File: src/cam_pkg.sv
// =============================================================
// Shared constants of the cooler alarm monitor
// =============================================================
package cam_pkg;
   // Bus widths
   localparam int unsigned DATA_W = 32; // Register data width
   localparam int unsigned ADDR_W = 8; // Register byte address width
   localparam int unsigned TEMP_W = 16; // Signed tenths of a degree C

   // =============================================================
   // Clock and time base
   // =============================================================
   localparam longint unsigned CLK_HZ = 64'd250_000_000; // 4 ns period
   localparam longint unsigned SEC_S = 64'd1; // One second
   localparam int unsigned SEC_CYCLES_DEF = int'(CLK_HZ * SEC_S);
   localparam int unsigned SEC_PER_MIN = 60; // Minute in seconds

   // Qualification times, in their own units
   localparam int unsigned T_PUMP_ON_S = 10; // Run contact held on
   localparam int unsigned T_NOCUR_S = 3; // Current switch held false
   localparam int unsigned T_QUAL_S = 3; // Generic 3 s qualification
   localparam int unsigned T_BASIN_MIN = 5; // Basin level trigger
   localparam int unsigned T_DRAIN_MIN = 45; // Drain fault trigger

   // Temperature thresholds in tenths of a degree C
   localparam logic signed [TEMP_W-1:0] WATER_LO_DC = 16'sh0064; // 10.0
   localparam logic signed [TEMP_W-1:0] GLYCOL_LO_DC = 16'sh0048; // 7.2
   localparam logic signed [TEMP_W-1:0] WATER_HI_DC = 16'sh0082; // 13.0
   localparam logic signed [TEMP_W-1:0] GLYCOL_HI_DC = 16'sh0066; // 10.2

   // Occurrences that lock a pump out
   localparam int unsigned OCC_W = 2;
   localparam logic [OCC_W-1:0] LOCK_COUNT = 2'h3;

   // =============================================================
   // Register map
   // =============================================================
   localparam logic [ADDR_W-1:0] REG_CTRL = 8'h00; // Control type
   localparam logic [ADDR_W-1:0] REG_LOCK_CLR = 8'h04; // Lockout clear
   localparam logic [ADDR_W-1:0] REG_ALARM = 8'h08; // Live alarms
   localparam logic [ADDR_W-1:0] REG_INT_STAT = 8'h0c; // Sticky, W1C
   localparam logic [ADDR_W-1:0] REG_INT_MASK = 8'h10; // Interrupt mask
   localparam logic [ADDR_W-1:0] REG_LOCK_STAT = 8'h14; // Locked pumps
   localparam int unsigned CTRL_LFT_BIT = 0; // Leaving temp control
   localparam int unsigned CTRL_GLY_BIT = 1; // Fluid is glycol
   localparam logic CTRL_LFT_RST = 1'h1;
   localparam logic CTRL_GLY_RST = 1'h0;
   localparam int unsigned LOCK_OCC_BASE = 16; // Counts, 2 bits each

   // Alarm vector layout
   localparam int unsigned ALM_LFT = 0; // Low leaving fluid temp
   localparam int unsigned ALM_LOWB = 1; // Low basin water
   localparam int unsigned ALM_HIB = 2; // High basin water
   localparam int unsigned ALM_DRN = 3; // Drain fault
   localparam int unsigned ALM_PUMP_BASE = 4; // No-current, then lockout

   // Field input layout
   localparam int unsigned IN_LOWF = 0; // Low float
   localparam int unsigned IN_HIGHF = 1; // High float
   localparam int unsigned IN_DRAIN = 2; // Drain valve open
   localparam int unsigned IN_PUMP_BASE = 3; // Contacts, then currents

   // Timer index layout
   localparam int unsigned TI_LFT_LO = 0;
   localparam int unsigned TI_LFT_HI = 1;
   localparam int unsigned TI_LOWB_SET = 2;
   localparam int unsigned TI_LOWB_CLR = 3;
   localparam int unsigned TI_HIB_SET = 4;
   localparam int unsigned TI_HIB_CLR = 5;
   localparam int unsigned TI_DRN_SET = 6;
   localparam int unsigned TI_DRN_CLR = 7;
   localparam int unsigned TI_PUMP_BASE = 8; // On, then no-current
endpackage : cam_pkg

File: src/cam_qual_if.sv
`timescale 1ns/100ps
// =============================================================
// Condition and result of one qualification timer
// =============================================================
interface cam_qual_if;
   logic cond; // Condition being qualified
   logic done; // Condition held long enough
   modport ctl (output cond, input done);
   modport tmr (input cond, output done);
endinterface : cam_qual_if

File: src/cam_qual_timer.sv
`timescale 1ns/100ps
// =============================================================
// Uninterrupted-duration timer
// =============================================================
module cam_qual_timer #(
   parameter int unsigned SEC_CYCLES = cam_pkg::SEC_CYCLES_DEF,
   parameter int unsigned LIMIT_S = 1
) (
   input wire logic ref_clk_in,
   input wire logic rst_b_in,
   input wire logic ce_in,
   cam_qual_if.tmr qt
);
   import cam_pkg::*;

   localparam int unsigned CW = (SEC_CYCLES > 2) ? $clog2(SEC_CYCLES) : 1;
   localparam int unsigned SW = $clog2(LIMIT_S + 1);

   // Refuse sizes the counters cannot serve
   if (SEC_CYCLES < 2 || LIMIT_S < 1) begin : g_chk
      $error("cam_qual_timer: SEC_CYCLES >= 2 and LIMIT_S >= 1");
   end

   typedef struct packed {
      logic [CW-1:0] cyc; // Cycles into current second
      logic [SW-1:0] sec; // Whole seconds held
      logic done; // Saturated result
   } cam_tmr_s;

   cam_tmr_s s_q;
   cam_tmr_s s_d;

   // =============================================================
   // Next state
   // =============================================================
   // Own prescaler restarts with the condition, so the wait is exact
   always_comb begin
      s_d = s_q;
      if (!qt.cond) begin
         s_d = '0;
      end else if (!s_q.done) begin
         if (s_q.cyc == CW'(SEC_CYCLES - 1)) begin
            s_d.cyc = '0;
            s_d.sec = s_q.sec + SW'(1);
            if (s_q.sec == SW'(LIMIT_S - 1)) begin
               s_d.done = 1'b1;
            end
         end else begin
            s_d.cyc = s_q.cyc + CW'(1);
         end
      end
   end

   // State register, frozen while the enable is low
   always_ff @(posedge ref_clk_in or negedge rst_b_in) begin
      if (!rst_b_in) begin
         s_q <= '0;
      end else if (ce_in) begin
         s_q <= s_d;
      end
   end

   assign qt.done = s_q.done;
endmodule : cam_qual_timer

File: src/cam_alarm_mon.sv
// Added by the designer: the strobed register port and the address map.
`timescale 1ns/100ps
// =============================================================
// Cooler alarm monitor
// =============================================================
// Overview of operation
// - No-current alarm: contact 10 s, no current 3 s
// - Release on contact off or current present
// - Third no-current alarm locks pump until panel clear
// - Lockout alarm follows lockout until cleared
// - Locked pump gets no start command
// - Water: low temp alarm at or below 10.0
// - Glycol: low temp alarm at or below 7.2
// - Release above 13.0 or 10.2 for 3 s
// - Release whenever not leaving-temperature control
// - Low temp alarm raises emergency flag
// - Low basin: drain closed, float false 5 min
// - Low basin releases: low float true 3 s
// - High basin: high float true 5 min
// - High basin releases: high float false 3 s
// - Drain fault: drain open, float true 45 min
// - Drain fault releases: low float false 3 s
module cam_alarm_mon #(
   parameter int unsigned NUM_PUMPS = 2,
   parameter int unsigned SEC_CYCLES = cam_pkg::SEC_CYCLES_DEF
) (
   input wire logic ref_clk_in,
   input wire logic rst_b_in,
   input wire logic ce_in,
   input wire logic [NUM_PUMPS-1:0] pump_contact_in,
   input wire logic [NUM_PUMPS-1:0] pump_current_in,
   input wire logic low_float_in,
   input wire logic high_float_in,
   input wire logic drain_open_in,
   input wire logic signed [cam_pkg::TEMP_W-1:0] temp_in,
   input wire logic [NUM_PUMPS-1:0] pump_start_cmd_in,
   input wire logic [cam_pkg::ADDR_W-1:0] reg_addr_in,
   input wire logic [cam_pkg::DATA_W-1:0] reg_wdata_in,
   input wire logic reg_wr_in,
   input wire logic reg_rd_in,
   output logic [cam_pkg::DATA_W-1:0] reg_rdata_out,
   output logic [NUM_PUMPS-1:0] pump_start_out,
   output logic [cam_pkg::ALM_PUMP_BASE+2*NUM_PUMPS-1:0] alarm_out,
   output logic summary_alarm_out,
   output logic emergency_out,
   output logic irq_out
);
   import cam_pkg::*;

   localparam int unsigned NP = NUM_PUMPS;
   localparam int unsigned NIN = IN_PUMP_BASE + 2 * NP; // Field inputs
   localparam int unsigned AW = ALM_PUMP_BASE + 2 * NP; // Alarm bits
   localparam int unsigned NT = TI_PUMP_BASE + 2 * NP; // Timers

   // Pump count must fit the 32-bit status words and count fields
   if (NP < 1 || NP > 8) begin : g_chk
      $error("cam_alarm_mon: NUM_PUMPS must be 1 to 8");
   end

   typedef struct packed {
      logic [NIN-1:0] s1; // Synchroniser stage 1
      logic [NIN-1:0] s2; // Synchroniser stage 2
      logic [NIN-1:0] s3; // Synchroniser stage 3
      logic [NIN-1:0] filt; // Accepted field level
      logic leaving_temp_control_type; // Leaving-temperature control selected
      logic glycol; // Fluid is glycol
      logic [AW-1:0] alm; // Active alarms
      logic [AW-1:0] istat; // Sticky alarm events
      logic [AW-1:0] imask; // Interrupt enables
      logic [NP-1:0][OCC_W-1:0] occ; // No-current occurrences
      logic [NP-1:0] lock; // Pump locked out
      logic [NP-1:0] start; // Gated start commands
      logic summary; // Any alarm
      logic emerg; // Emergency flag
      logic irq; // Interrupt request
      logic [DATA_W-1:0] rdata; // Read answer
   } cam_st_s;

   cam_st_s s_q;
   cam_st_s s_d;
   logic [NT-1:0] tmr_cond; // Conditions into the timers
   logic [NT-1:0] tmr_done; // Qualified conditions

   // =============================================================
   // Helper functions
   // =============================================================
   // Write strobe aimed at one register
   function automatic logic wr_hit(input logic wr,
                                   input logic [ADDR_W-1:0] addr,
                                   input logic [ADDR_W-1:0] ofs);
      wr_hit = wr && (addr == ofs);
   endfunction : wr_hit

   // Seconds each timer must see its condition unbroken
   function automatic int unsigned tmr_limit(input int unsigned idx);
      if (idx >= TI_PUMP_BASE) begin
         tmr_limit = ((idx - TI_PUMP_BASE) % 2 == 0) ? T_PUMP_ON_S
                                                     : T_NOCUR_S;
      end else if (idx == TI_LOWB_SET || idx == TI_HIB_SET) begin
         tmr_limit = T_BASIN_MIN * SEC_PER_MIN;
      end else if (idx == TI_DRN_SET) begin
         tmr_limit = T_DRAIN_MIN * SEC_PER_MIN;
      end else begin
         tmr_limit = T_QUAL_S;
      end
   endfunction : tmr_limit

   // =============================================================
   // Qualification timers
   // =============================================================
   for (genvar i = 0; i < NT; i++) begin : g_tmr
      cam_qual_if u_q ();
      assign u_q.cond = tmr_cond[i];
      assign tmr_done[i] = u_q.done;
      cam_qual_timer #(
         .SEC_CYCLES(SEC_CYCLES),
         .LIMIT_S(tmr_limit(i))
      ) u_tmr (
         .ref_clk_in(ref_clk_in),
         .rst_b_in(rst_b_in),
         .ce_in(ce_in),
         .qt(u_q)
      );
   end

   // Decoded bus events; the lockout clear is shared with the checks
   logic [NP-1:0] lock_clr; // Panel clears lockout
   logic [AW-1:0] ist_w1c; // Sticky bits written with one
   assign lock_clr = wr_hit(reg_wr_in, reg_addr_in, REG_LOCK_CLR)
                     ? reg_wdata_in[NP-1:0] : '0;
   assign ist_w1c = wr_hit(reg_wr_in, reg_addr_in, REG_INT_STAT)
                    ? reg_wdata_in[AW-1:0] : '0;

   // =============================================================
   // Next state
   // =============================================================
   always_comb begin
      logic lowf;
      logic highf;
      logic drain;
      logic lo_hit;
      logic hi_hit;
      logic [NP-1:0] nc_set;
      logic [OCC_W-1:0] occ_n;
      lowf = s_q.filt[IN_LOWF];
      highf = s_q.filt[IN_HIGHF];
      drain = s_q.filt[IN_DRAIN];
      lo_hit = 1'b0;
      hi_hit = 1'b0;
      nc_set = '0;
      occ_n = '0;
      s_d = s_q;

      // Three-stage synchroniser; a level counts once 2 and 3 agree
      s_d.s1 = {pump_current_in, pump_contact_in,
                drain_open_in, high_float_in, low_float_in};
      s_d.s2 = s_q.s1;
      s_d.s3 = s_q.s2;
      for (int b = 0; b < NIN; b++) begin
         if (s_q.s2[b] == s_q.s3[b]) begin
            s_d.filt[b] = s_q.s3[b];
         end
      end

      // Temperature thresholds for the chosen fluid
      if (s_q.glycol) begin
         lo_hit = temp_in <= GLYCOL_LO_DC;
         hi_hit = temp_in > GLYCOL_HI_DC;
      end else begin
         lo_hit = temp_in <= WATER_LO_DC;
         hi_hit = temp_in > WATER_HI_DC;
      end

      // Conditions under qualification
      tmr_cond = '0;
      tmr_cond[TI_LFT_LO] = s_q.leaving_temp_control_type && lo_hit;
      tmr_cond[TI_LFT_HI] = s_q.leaving_temp_control_type && hi_hit;
      tmr_cond[TI_LOWB_SET] = !drain && !lowf;
      tmr_cond[TI_LOWB_CLR] = lowf;
      tmr_cond[TI_HIB_SET] = highf;
      tmr_cond[TI_HIB_CLR] = !highf;
      tmr_cond[TI_DRN_SET] = drain && lowf;
      tmr_cond[TI_DRN_CLR] = !lowf;
      for (int p = 0; p < NP; p++) begin
         tmr_cond[TI_PUMP_BASE + 2 * p] =
            s_q.filt[IN_PUMP_BASE + p];
         tmr_cond[TI_PUMP_BASE + 2 * p + 1] =
            !s_q.filt[IN_PUMP_BASE + NP + p];
      end

      // Low leaving temperature; leaving other control releases
      if (!s_q.leaving_temp_control_type || tmr_done[TI_LFT_HI]) begin
         s_d.alm[ALM_LFT] = 1'b0;
      end
      // Timer result lags a cycle; it must not outlast a control change
      if (s_q.leaving_temp_control_type && tmr_done[TI_LFT_LO]) begin
         s_d.alm[ALM_LFT] = 1'b1;
      end

      // Basin level and drain alarms; set beats release
      s_d.alm[ALM_LOWB] = tmr_done[TI_LOWB_SET] ||
         (s_q.alm[ALM_LOWB] && !tmr_done[TI_LOWB_CLR]);
      s_d.alm[ALM_HIB] = tmr_done[TI_HIB_SET] ||
         (s_q.alm[ALM_HIB] && !tmr_done[TI_HIB_CLR]);
      s_d.alm[ALM_DRN] = tmr_done[TI_DRN_SET] ||
         (s_q.alm[ALM_DRN] && !tmr_done[TI_DRN_CLR]);

      // Pump supervision
      for (int p = 0; p < NP; p++) begin
         // Set needs both timers; release is immediate
         // Timer results lag a cycle; live levels keep release first
         nc_set[p] = tmr_done[TI_PUMP_BASE + 2 * p] &&
                     tmr_done[TI_PUMP_BASE + 2 * p + 1] &&
                     s_q.filt[IN_PUMP_BASE + p] &&
                     !s_q.filt[IN_PUMP_BASE + NP + p];
         if (!s_q.filt[IN_PUMP_BASE + p] ||
             s_q.filt[IN_PUMP_BASE + NP + p]) begin
            s_d.alm[ALM_PUMP_BASE + p] = 1'b0;
         end
         if (nc_set[p]) begin
            s_d.alm[ALM_PUMP_BASE + p] = 1'b1;
         end
         // Panel clear first, so a same-cycle occurrence still counts
         occ_n = s_q.occ[p];
         if (lock_clr[p]) begin
            s_d.lock[p] = 1'b0;
            occ_n = '0;
         end
         if (nc_set[p] && !s_q.alm[ALM_PUMP_BASE + p] &&
             occ_n != LOCK_COUNT) begin
            occ_n = occ_n + OCC_W'(1);
            if (occ_n == LOCK_COUNT) begin
               s_d.lock[p] = 1'b1;
            end
         end
         s_d.occ[p] = occ_n;
         s_d.alm[ALM_PUMP_BASE + NP + p] = s_d.lock[p];
         s_d.start[p] = pump_start_cmd_in[p] && !s_d.lock[p];
      end

      // Summary and emergency follow the new alarm set
      s_d.summary = |s_d.alm;
      s_d.emerg = s_d.alm[ALM_LFT];

      // Control and interrupt mask registers
      if (wr_hit(reg_wr_in, reg_addr_in, REG_CTRL)) begin
         s_d.leaving_temp_control_type = reg_wdata_in[CTRL_LFT_BIT];
         s_d.glycol = reg_wdata_in[CTRL_GLY_BIT];
      end
      if (wr_hit(reg_wr_in, reg_addr_in, REG_INT_MASK)) begin
         s_d.imask = reg_wdata_in[AW-1:0];
      end

      // Sticky events: a new alarm beats a write-one clear
      s_d.istat = (s_q.istat & ~ist_w1c) | (s_d.alm & ~s_q.alm);
      s_d.irq = |(s_d.istat & s_d.imask);

      // Read data stand for one cycle only; unmapped reads zero
      s_d.rdata = '0;
      if (reg_rd_in) begin
         unique case (reg_addr_in)
            REG_CTRL: begin
               s_d.rdata[CTRL_LFT_BIT] = s_q.leaving_temp_control_type;
               s_d.rdata[CTRL_GLY_BIT] = s_q.glycol;
            end
            REG_ALARM: s_d.rdata = DATA_W'(s_q.alm);
            REG_INT_STAT: s_d.rdata = DATA_W'(s_q.istat);
            REG_INT_MASK: s_d.rdata = DATA_W'(s_q.imask);
            REG_LOCK_STAT: begin
               s_d.rdata[NP-1:0] = s_q.lock;
               s_d.rdata[LOCK_OCC_BASE +: NP * OCC_W] = s_q.occ;
            end
            default: s_d.rdata = '0;
         endcase
      end
   end

   // =============================================================
   // State register
   // =============================================================
   // Clock enable freezes everything, bus answers included
   always_ff @(posedge ref_clk_in or negedge rst_b_in) begin
      if (!rst_b_in) begin
         s_q <= '0;
         s_q.leaving_temp_control_type <= CTRL_LFT_RST;
         s_q.glycol <= CTRL_GLY_RST;
      end else if (ce_in) begin
         s_q <= s_d;
      end
   end

   // Outputs straight from the state flops
   assign reg_rdata_out = s_q.rdata;
   assign pump_start_out = s_q.start;
   assign alarm_out = s_q.alm;
   assign summary_alarm_out = s_q.summary;
   assign emergency_out = s_q.emerg;
   assign irq_out = s_q.irq;
endmodule : cam_alarm_mon

File: config.mk
export PLATFORM = sky130hd
export DESIGN_NAME = cam_alarm_mon
export DESIGN_NICKNAME = d
export VERILOG_FILES = /design/src/cam_pkg.sv /design/src/cam_qual_if.sv /design/src/cam_qual_timer.sv /design/src/cam_alarm_mon.sv
export SDC_FILE = /design/constraint.sdc
export NUM_CORES = 1
export LEC_CHECK = 0
export ABC_AREA = 0
export BUFFER_PORTS_ARGS = -buffer_cell sky130_fd_sc_hd__buf_2
export CAP_MARGIN = 20
export CORE_AREA = 8 8 225 227
export DETAILED_ROUTE_END_ITERATION = 6
export DIE_AREA = 0 0 233 235
export HOLD_SLACK_MARGIN = 0.06
export MAX_ROUTING_LAYER = met4
export PLACE_DENSITY_LB_ADDON = 0.08
export SLEW_MARGIN = 20
export SYNTH_ARGS = -nofsm -noshare
export SYNTH_HDL_FRONTEND = slang
export SYNTH_SLANG_ARGS = --single-unit
File: constraint.sdc
create_clock -name ref_clk_in -period 2.19 [get_ports ref_clk_in]
set_input_delay 0.1095 -clock ref_clk_in [delete_from_list [all_inputs] [get_ports ref_clk_in]]
set_output_delay 0.1095 -clock ref_clk_in [all_outputs]
set_load 0.02 [all_outputs]
==> results of run 1 <==
layer usage:
layer	part of all wire (%)	vias up	GRT usage, %
met4	2.2	0	7.13
met5	0	-	-
met2	49	435	38.4
li1	-	10607	-
met3	4.0	100	3.25
met1	45	10949	31.3
area by class of cell:
type / instances / area [sq um]
Tap cell: 615 / 769
Multi-Input combinational cell: 2102 / 13400
Clock buffer: 74 / 1550
Sequential cell: 474 / 11900
Fill cell: 3743 / 15600
Inverter: 81 / 307
Timing Repair Buffer: 396 / 3280
Clock inverter: 27 / 403
Antenna cell: 2 / 5.00
repair_timing:
item,4_1_cts,5_1_grt
hold endpoints to repair,516,0
hold buffers,34,0
pin swaps,7,46
resized for setup,29,137
setup buffers,14,25
endpoints found under the setup margin,91,299
gates cloned,0,7
path summary, 6_finish.rpt:
check / from / end / slack, ns / cells after the start
worst min-delay path: rst_b_in / reg_rdata_out[7]$_DFFE_PN0P_ / 0.08 / 2
min in group ref_clk_in: ce_in / g_tmr[4].u_tmr.s_q[37]$_DFFE_PN0P_ / 0.10 / 4
worst max-delay path: g_tmr[9].u_tmr.s_q[14]$_DFFE_PN0P_ / g_tmr[9].u_tmr.s_q[1]$_DFFE_PN0P_ / -0.18 / 5
worst min register to register: g_tmr[8].u_tmr.s_q[11]$_DFFE_PN0P_ / g_tmr[8].u_tmr.s_q[11]$_DFFE_PN0P_ / 0.49 / 1
worst max register to register: g_tmr[9].u_tmr.s_q[14]$_DFFE_PN0P_ / g_tmr[9].u_tmr.s_q[1]$_DFFE_PN0P_ / -0.18 / 5
max in group asynchronous: rst_b_in / g_tmr[4].u_tmr.s_q[17]$_DFFE_PN0P_ / 1.36 / 3
cell usage after synthesis, types with 27 or more instances:
master	n	share of area [%]
mux2i_1	29	1.1
clkbuf_1	72	1.1
a31oi_1	27	0.66
o2bb2ai_1	48	1.6
and3_1	65	1.6
buf_4	43	1.3
a21oi_1	108	2.1
xor2_1	140	4.8
nor3_1	81	1.6
o21ai_0	134	2.6
or3_1	39	0.95
and4_1	37	1.3
nand4_1	111	2.7
nor2_1	354	5.2
nand3_1	144	2.8
dfrtp_1	473	46
nand2_1	247	3.6
inv_1	79	1.2
xnor2_1	88	3.0
nor4_1	50	1.2
ha_1	28	1.4
kinds of logic after synthesis:
group / Yosys count / share of synthesized area, %
AND/OR/NAND/NOR: 1284 / 25.6
AO/OA/AOI/OAI: 489 / 12.6
flip-flops: 474 / 46.4
buffers and inverters: 231 / 4.09
XOR/XNOR: 228 / 7.81
multiplexers: 53 / 2.19
adder cells (fa/ha/maj): 28 / 1.37
other: 1 / 0.0147
power groups by stage:
stage	Combinational, mW	Sequential (mW)	Clock (mW)
after floorplan	1.76	9.62	0
after global placement	2.87	9.73	0
after detailed placement	2.96	9.75	0
after CTS	3.08	9.60	10.1
after global routing	3.78	9.67	10.4
final	3.42	9.61	9.89
state kept, by name, indices dropped and copies added (netlist names):
register	count
g_tmr.u_q.cond	4
g_tmr.u_tmr.qt.done	12
irq_out	1
reg_rdata_out	12
g_tmr.u_tmr.s_q	388
s_d	14
s_q	32
alarm_out	8
pump_start_out	2
summary_alarm_out	1
through the flow:
stage	setup TNS, ns	hold slack (ns)
floorplan	-1.32	-0.186
global placement	-0.838	0.111
finish	-4.61	0.0799
global route	-9.94	0.0908
CTS	-2.78	0.0625
detailed placement	-3.44	0.118
worst max-delay path: cells and delay by family, from the launching register on:
| kind | cells | cell delay (ns) |
|---|---|---|
| AOI/OAI and AO/OA | 1 | 0.06 |
| and+or+nand+nor | 4 | 1.86 |
| DFF | 1 | 0.38 |
==> impl_metrics.csv, run 1 <==
group,metric,value,unit
yosys,ys_ff_latch,474,
setup_path,crit_fanout,3,
setup_path,slowest_stage,"or4_4",
timing,drv_slew,0,
power,power-per-cell-area,727,nW/um^2
power,power.internal,16.8,mW
yosys,ys_seq_area_share,46.4,%
run_status,outcome,"complete, but fails checks",
detailed_routing,drc_errors,0,
cells_and_area,area_growth,23.3,%
cells_and_area,post-route-util,66.9,%
cells_and_area,final_cell_mix,"dfrtp_1 (473), nor2_1 (329), buf_4 (249)",
placed_design,place.gp.congestion,0.898,
cells_and_area,drive_gt1_share,19.7,%
global_route,grt_antenna_before_repair,2,
clocking,cts-root-buf,"clkbuf_16",
power,p_sw,6.16,mW
floorplanning,num_io_pins,115,
timing,rsz0062_at_grt,"yes",
setup_path,critPathKind,"reg2reg",
detailed_routing,wl,65.4,mm
setup_path,crit_chain,"or4b_4 -> or4_4 -> or3_4 -> or3_4 -> o21ai_2",
run_status,violations,"setup timing",
cells_and_area,fin_nets,3207,
clocking,cts_buffers,54,
timing,slew_headroom,60.2,%
yosys,synth-edff-count,0,
clocking,tritoncts,"yes",
yosys,avgSynthCellArea,9.18,sq um
timing,finClkSkew,0.0104,ns
global_route,gr-total-overflow,0,
placed_design,place_hpwl,44.0,mm
setup_path,startpoint_type,"flip-flop",
job,drv_cap,0,
timing,finalSetupViolations,60,
floorplanning,core.rowCount,80,
floorplanning,core_area,47100,sq um
placed_design,place_inst,3588,
setup_path,required,2.72,ns
detailed_routing,vias_per_cell,5.86,
yosys,synth-async-reset-ratio,100,%
yosys,synth_ff_type,"dfrtp_1",
floorplanning,start_util,54.3,%
clocking,insertion_delay,0.60,ns
power,clock_power_share,43.1,%
yosys,ys_types,84,
clocking,cts_buffer_depth,3,
placed_design,numPortBuffers,70,
cells_and_area,finalInstanceArea,31500,sq um
power,leakage,13.7,nW
yosys,syn_area,25600,sq um
detailed_routing,firstDrtPassIters,5,
global_route,groute.usage.overall,23.9,%
power,power,22.9,mW
timing,fin_crit,2.37,ns
floorplanning,die_y,235,um
setup_path,max_stage_delay,0.57,ns
setup_path,cpMostUsedCell,"or3_4",
detailed_routing,wl_per_cell,17.3,um
detailed_routing,ant_nets,0,
power,pwr-share-seq,41.9,%
global_route,grt_pass1_vias,21887,
floorplanning,die-area,54800,sq um
clocking,clkTransAtPathRegs,0.06,ns
timing,tightest_slew,0.597,ns
clocking,htreeDepth,2,
global_route,grt_max_degree,63,
timing,worst_slack,-0.177,ns
power,switching_share,26.9,%
timing,fmax,422,MHz
hold_path,hold_class,"in2async",
placed_design,place_area,28200,sq um
setup_path,setup.worst_path.end_class,"flip-flop",
clocking,cts.sinks,474,
floorplanning,die_w,233,um
timing,period_share,108,%
yosys,netlist_instances,2788,
power,comb_power_share,14.9,%
setup_path,critical_path_arrival,2.89,ns
detailed_routing,vias,22091,
yosys,ys_warn_count,0,
placed_design,post-place-ws,-0.175,ns
timing,finalHoldViolCount,0,
global_route,grt_pass1_wl,108,mm
power,peakVddDrop,0.000698,V
cells_and_area,layout.cells.non_filler,3771,
cells_and_area,final_common_cell,"dfrtp_1",
detailed_routing,drt_iter0_markers,1678,
(Power assumes the default switching activity.)
==> run 2, diff against run 1 <==
--- a/config.mk
+++ b/config.mk
@@ -14,6 +14,7 @@
 export HOLD_SLACK_MARGIN = 0.06
 export MAX_ROUTING_LAYER = met4
 export PLACE_DENSITY_LB_ADDON = 0.08
+export RECOVER_POWER = 100
 export SLEW_MARGIN = 20
 export SYNTH_ARGS = -nofsm -noshare
 export SYNTH_HDL_FRONTEND = slang
==> impl_metrics.csv, run 2 (same netlist as run 1, synthesis figures left out) <==
group,metric,value,unit
timing,fin_crit,2.36,ns
clocking,tritoncts,"yes",
global_route,gr-total-overflow,0,
cells_and_area,layout.cells.non_filler,3771,
hold_path,hold_class,"in2reg",
timing,tns,-4.65,ns
clocking,cts-root-buf,"clkbuf_16",
placed_design,numPortBuffers,70,
timing,tightest_slew,1.58,ns
placed_design,place.gp.congestion,0.898,
setup_path,max_stage_delay,0.57,ns
global_route,grt_pass1_wl,108,mm
cells_and_area,post-route-util,66.1,%
floorplanning,core_area,47100,sq um
clocking,clkTransAtPathRegs,0.06,ns
setup_path,reg2regPathDepth,5,
run_status,outcome,"complete, but fails checks",
clocking,cts.sinks,474,
cells_and_area,top_register,"g_tmr.u_tmr.s_q",
cells_and_area,multi_input_comb_area,13300,sq um
detailed_routing,wl,65.4,mm
cells_and_area,final_common_cell,"dfrtp_1",
setup_path,required,2.72,ns
setup_path,critical_path_arrival,2.89,ns
setup_path,cpMostUsedCell,"or3_4",
clocking,htreeDepth,2,
global_route,grt_antenna_before_repair,2,
floorplanning,start_util,54.3,%
timing,slew_headroom,-5.38,%
cells_and_area,largest_reg_flops,388,
global_route,grt_max_degree,63,
global_route,met3_usage,3.25,%
placed_design,place_hpwl,44.0,mm
setup_path,slowest_stage,"or4_4",
floorplanning,core.rowCount,80,
timing,finalHoldViolCount,0,
detailed_routing,vias_per_cell,5.86,
power,peakVddDrop,0.000698,V
clocking,insertion_delay,0.60,ns
timing,finalSetupViolations,81,
hold_path,min_from,"ce_in",
timing,finClkSkew,0.0116,ns
floorplanning,die_y,235,um
floorplanning,num_io_pins,115,
power,leakage,13.5,nW
clocking,cts_buffers,54,
timing,period_share,108,%
timing,fmax,423,MHz
cells_and_area,fin_nets,3207,
detailed_routing,vias,22100,
detailed_routing,drc_errors,0,
setup_path,setup.worst_path.end_class,"flip-flop",
setup_path,critPathBufInv,0,
timing,worst_slack,-0.175,ns
setup_path,reg2reg_from,"g_tmr[9].u_tmr.s_q[14]$_DFFE_PN0P_",
global_route,groute.usage.overall,23.9,%
hold_path,hold_end,"g_tmr[4].u_tmr.s_q[37]$_DFFE_PN0P_",
detailed_routing,firstDrtPassIters,5,
global_route,grt_util_met1,31.3,%
setup_path,cp_top_family,"simple AND/OR/NAND/NOR gates",
timing,drv_slew,59,
detailed_routing,drt_iter0_markers,1516,
setup_path,r2r-end,"g_tmr[9].u_tmr.s_q[1]$_DFFE_PN0P_",
setup_path,startpoint_type,"flip-flop",
cells_and_area,drive_gt1_share,17.5,%
job,drv_cap,1,
run_status,violations,"capacitance limit, slew limit, setup timing",
hold_path,whs_path_depth,4,
placed_design,place_inst,3588,
detailed_routing,wl_per_cell,17.3,um
clocking,cts_buffer_depth,3,
timing,rsz0062_at_grt,"yes",
floorplanning,die-area,54800,sq um
cells_and_area,final_cell_mix,"dfrtp_1 (473), nor2_1 (331), nand2_1 (244)",
setup_path,rrSetupSlack,-0.17,ns
power,power-per-cell-area,731,nW/um^2
setup_path,critPathKind,"reg2reg",
global_route,grt_pass1_vias,21887,
setup_path,crit_chain,"or4b_4 -> or4_4 -> or3_4 -> or3_4 -> o21ai_2",
setup_path,crit_fanout,3,
global_route,busiest_layer,"met2",
cells_and_area,ff_latch_area,11900,sq um
detailed_routing,ant_nets,0,
global_route,use_met2,38.4,%
cells_and_area,num-fill-cells,3829,
placed_design,post-place-ws,-0.175,ns
cells_and_area,area_growth,21.9,%
floorplanning,die_w,233,um
==> run 2: cell count changes in the layout (fill, tap and decap cells not counted), moves of 6 or more <==
cell	before	now
buf_12	20	9
buf_2	69	45
buf_4	249	218
clkbuf_1	9	58
clkbuf_2	0	12
clkbuf_4	0	6
==> run 2: worst max-delay path by stage <==
stage	start	to	slack (ns)	cells past startpoint
2_1_floorplan	g_tmr[9].u_tmr.s_q[22]$_DFFE_PN0P_	g_tmr[9].u_tmr.s_q[1]$_DFFE_PN0P_	-0.12	5
3_3_place_gp	g_tmr[9].u_tmr.s_q[14]$_DFFE_PN0P_	g_tmr[9].u_tmr.s_q[1]$_DFFE_PN0P_	-0.15	5
3_5_place_dp	g_tmr[9].u_tmr.s_q[14]$_DFFE_PN0P_	g_tmr[9].u_tmr.s_q[1]$_DFFE_PN0P_	-0.18	5
4_1_cts	g_tmr[9].u_tmr.s_q[14]$_DFFE_PN0P_	g_tmr[9].u_tmr.s_q[1]$_DFFE_PN0P_	-0.13	5
5_1_grt	g_tmr[2].u_tmr.s_q[34]$_DFFE_PN0P_	g_tmr[2].u_tmr.s_q[9]$_DFFE_PN0P_	-0.23	8
6_report	g_tmr[9].u_tmr.s_q[14]$_DFFE_PN0P_	g_tmr[9].u_tmr.s_q[1]$_DFFE_PN0P_	-0.17	5
==> run 2: through the flow <==
| stage | cell area (sq um) | hold WS, ns | total power, mW |
|---|---|---|---|
| final | 31200 | 0.102 | 22.8 |
| after global routing | 31200 | 0.0920 | 23.7 |
| after CTS | 30700 | 0.0625 | 22.8 |
| after detailed placement | 28200 | 0.118 | 12.7 |
| after global placement | 28200 | 0.111 | 12.6 |
| after floorplan | 25700 | -0.186 | 11.4 |
==> run 2: worst reg2reg max path, stage by stage (launching register included) <==
cell and delay, ns:
dfrtp_1 0.38, or4b_4 0.54, or4_4 0.57, or3_4 0.41, or3_4 0.34, o21ai_2 0.06
==> run 2: timing repair <==
item / in CTS / in global routing
gates cloned: 0 / 7
setup endpoints to repair: 91 / 299
resized for setup: 29 / 137
endpoints found under the hold margin: 516 / 0
hold buffers: 34 / 0
pin swaps: 7 / 46
setup buffers: 14 / 25
==> run 2: cell type report <==
class                   instances  area share (%)
flip-flops and latches        474            38.1
well taps                     615            2.47
clock inverters                27            1.29
multi-input cells            2102            42.7
clock buffers                  74            4.96
inverters                      81           0.983
diodes                          2          0.0161
repair buffers                396            9.54
==> run 2: per-layer routing <==
metal	part of all wire, %	vias to the layer above
li1	-	10623
met1	45	10892
met2	49	487
met3	4.5	98
met4	2.0	0
met5	0	-
==> run 2: power breakdown <==
part	internal, mW	switching, mW	total [mW]
clock	6.12	3.77	9.89
combinational	1.37	1.93	3.30
sequential	9.16	0.450	9.61
total	16.7	6.15	22.8
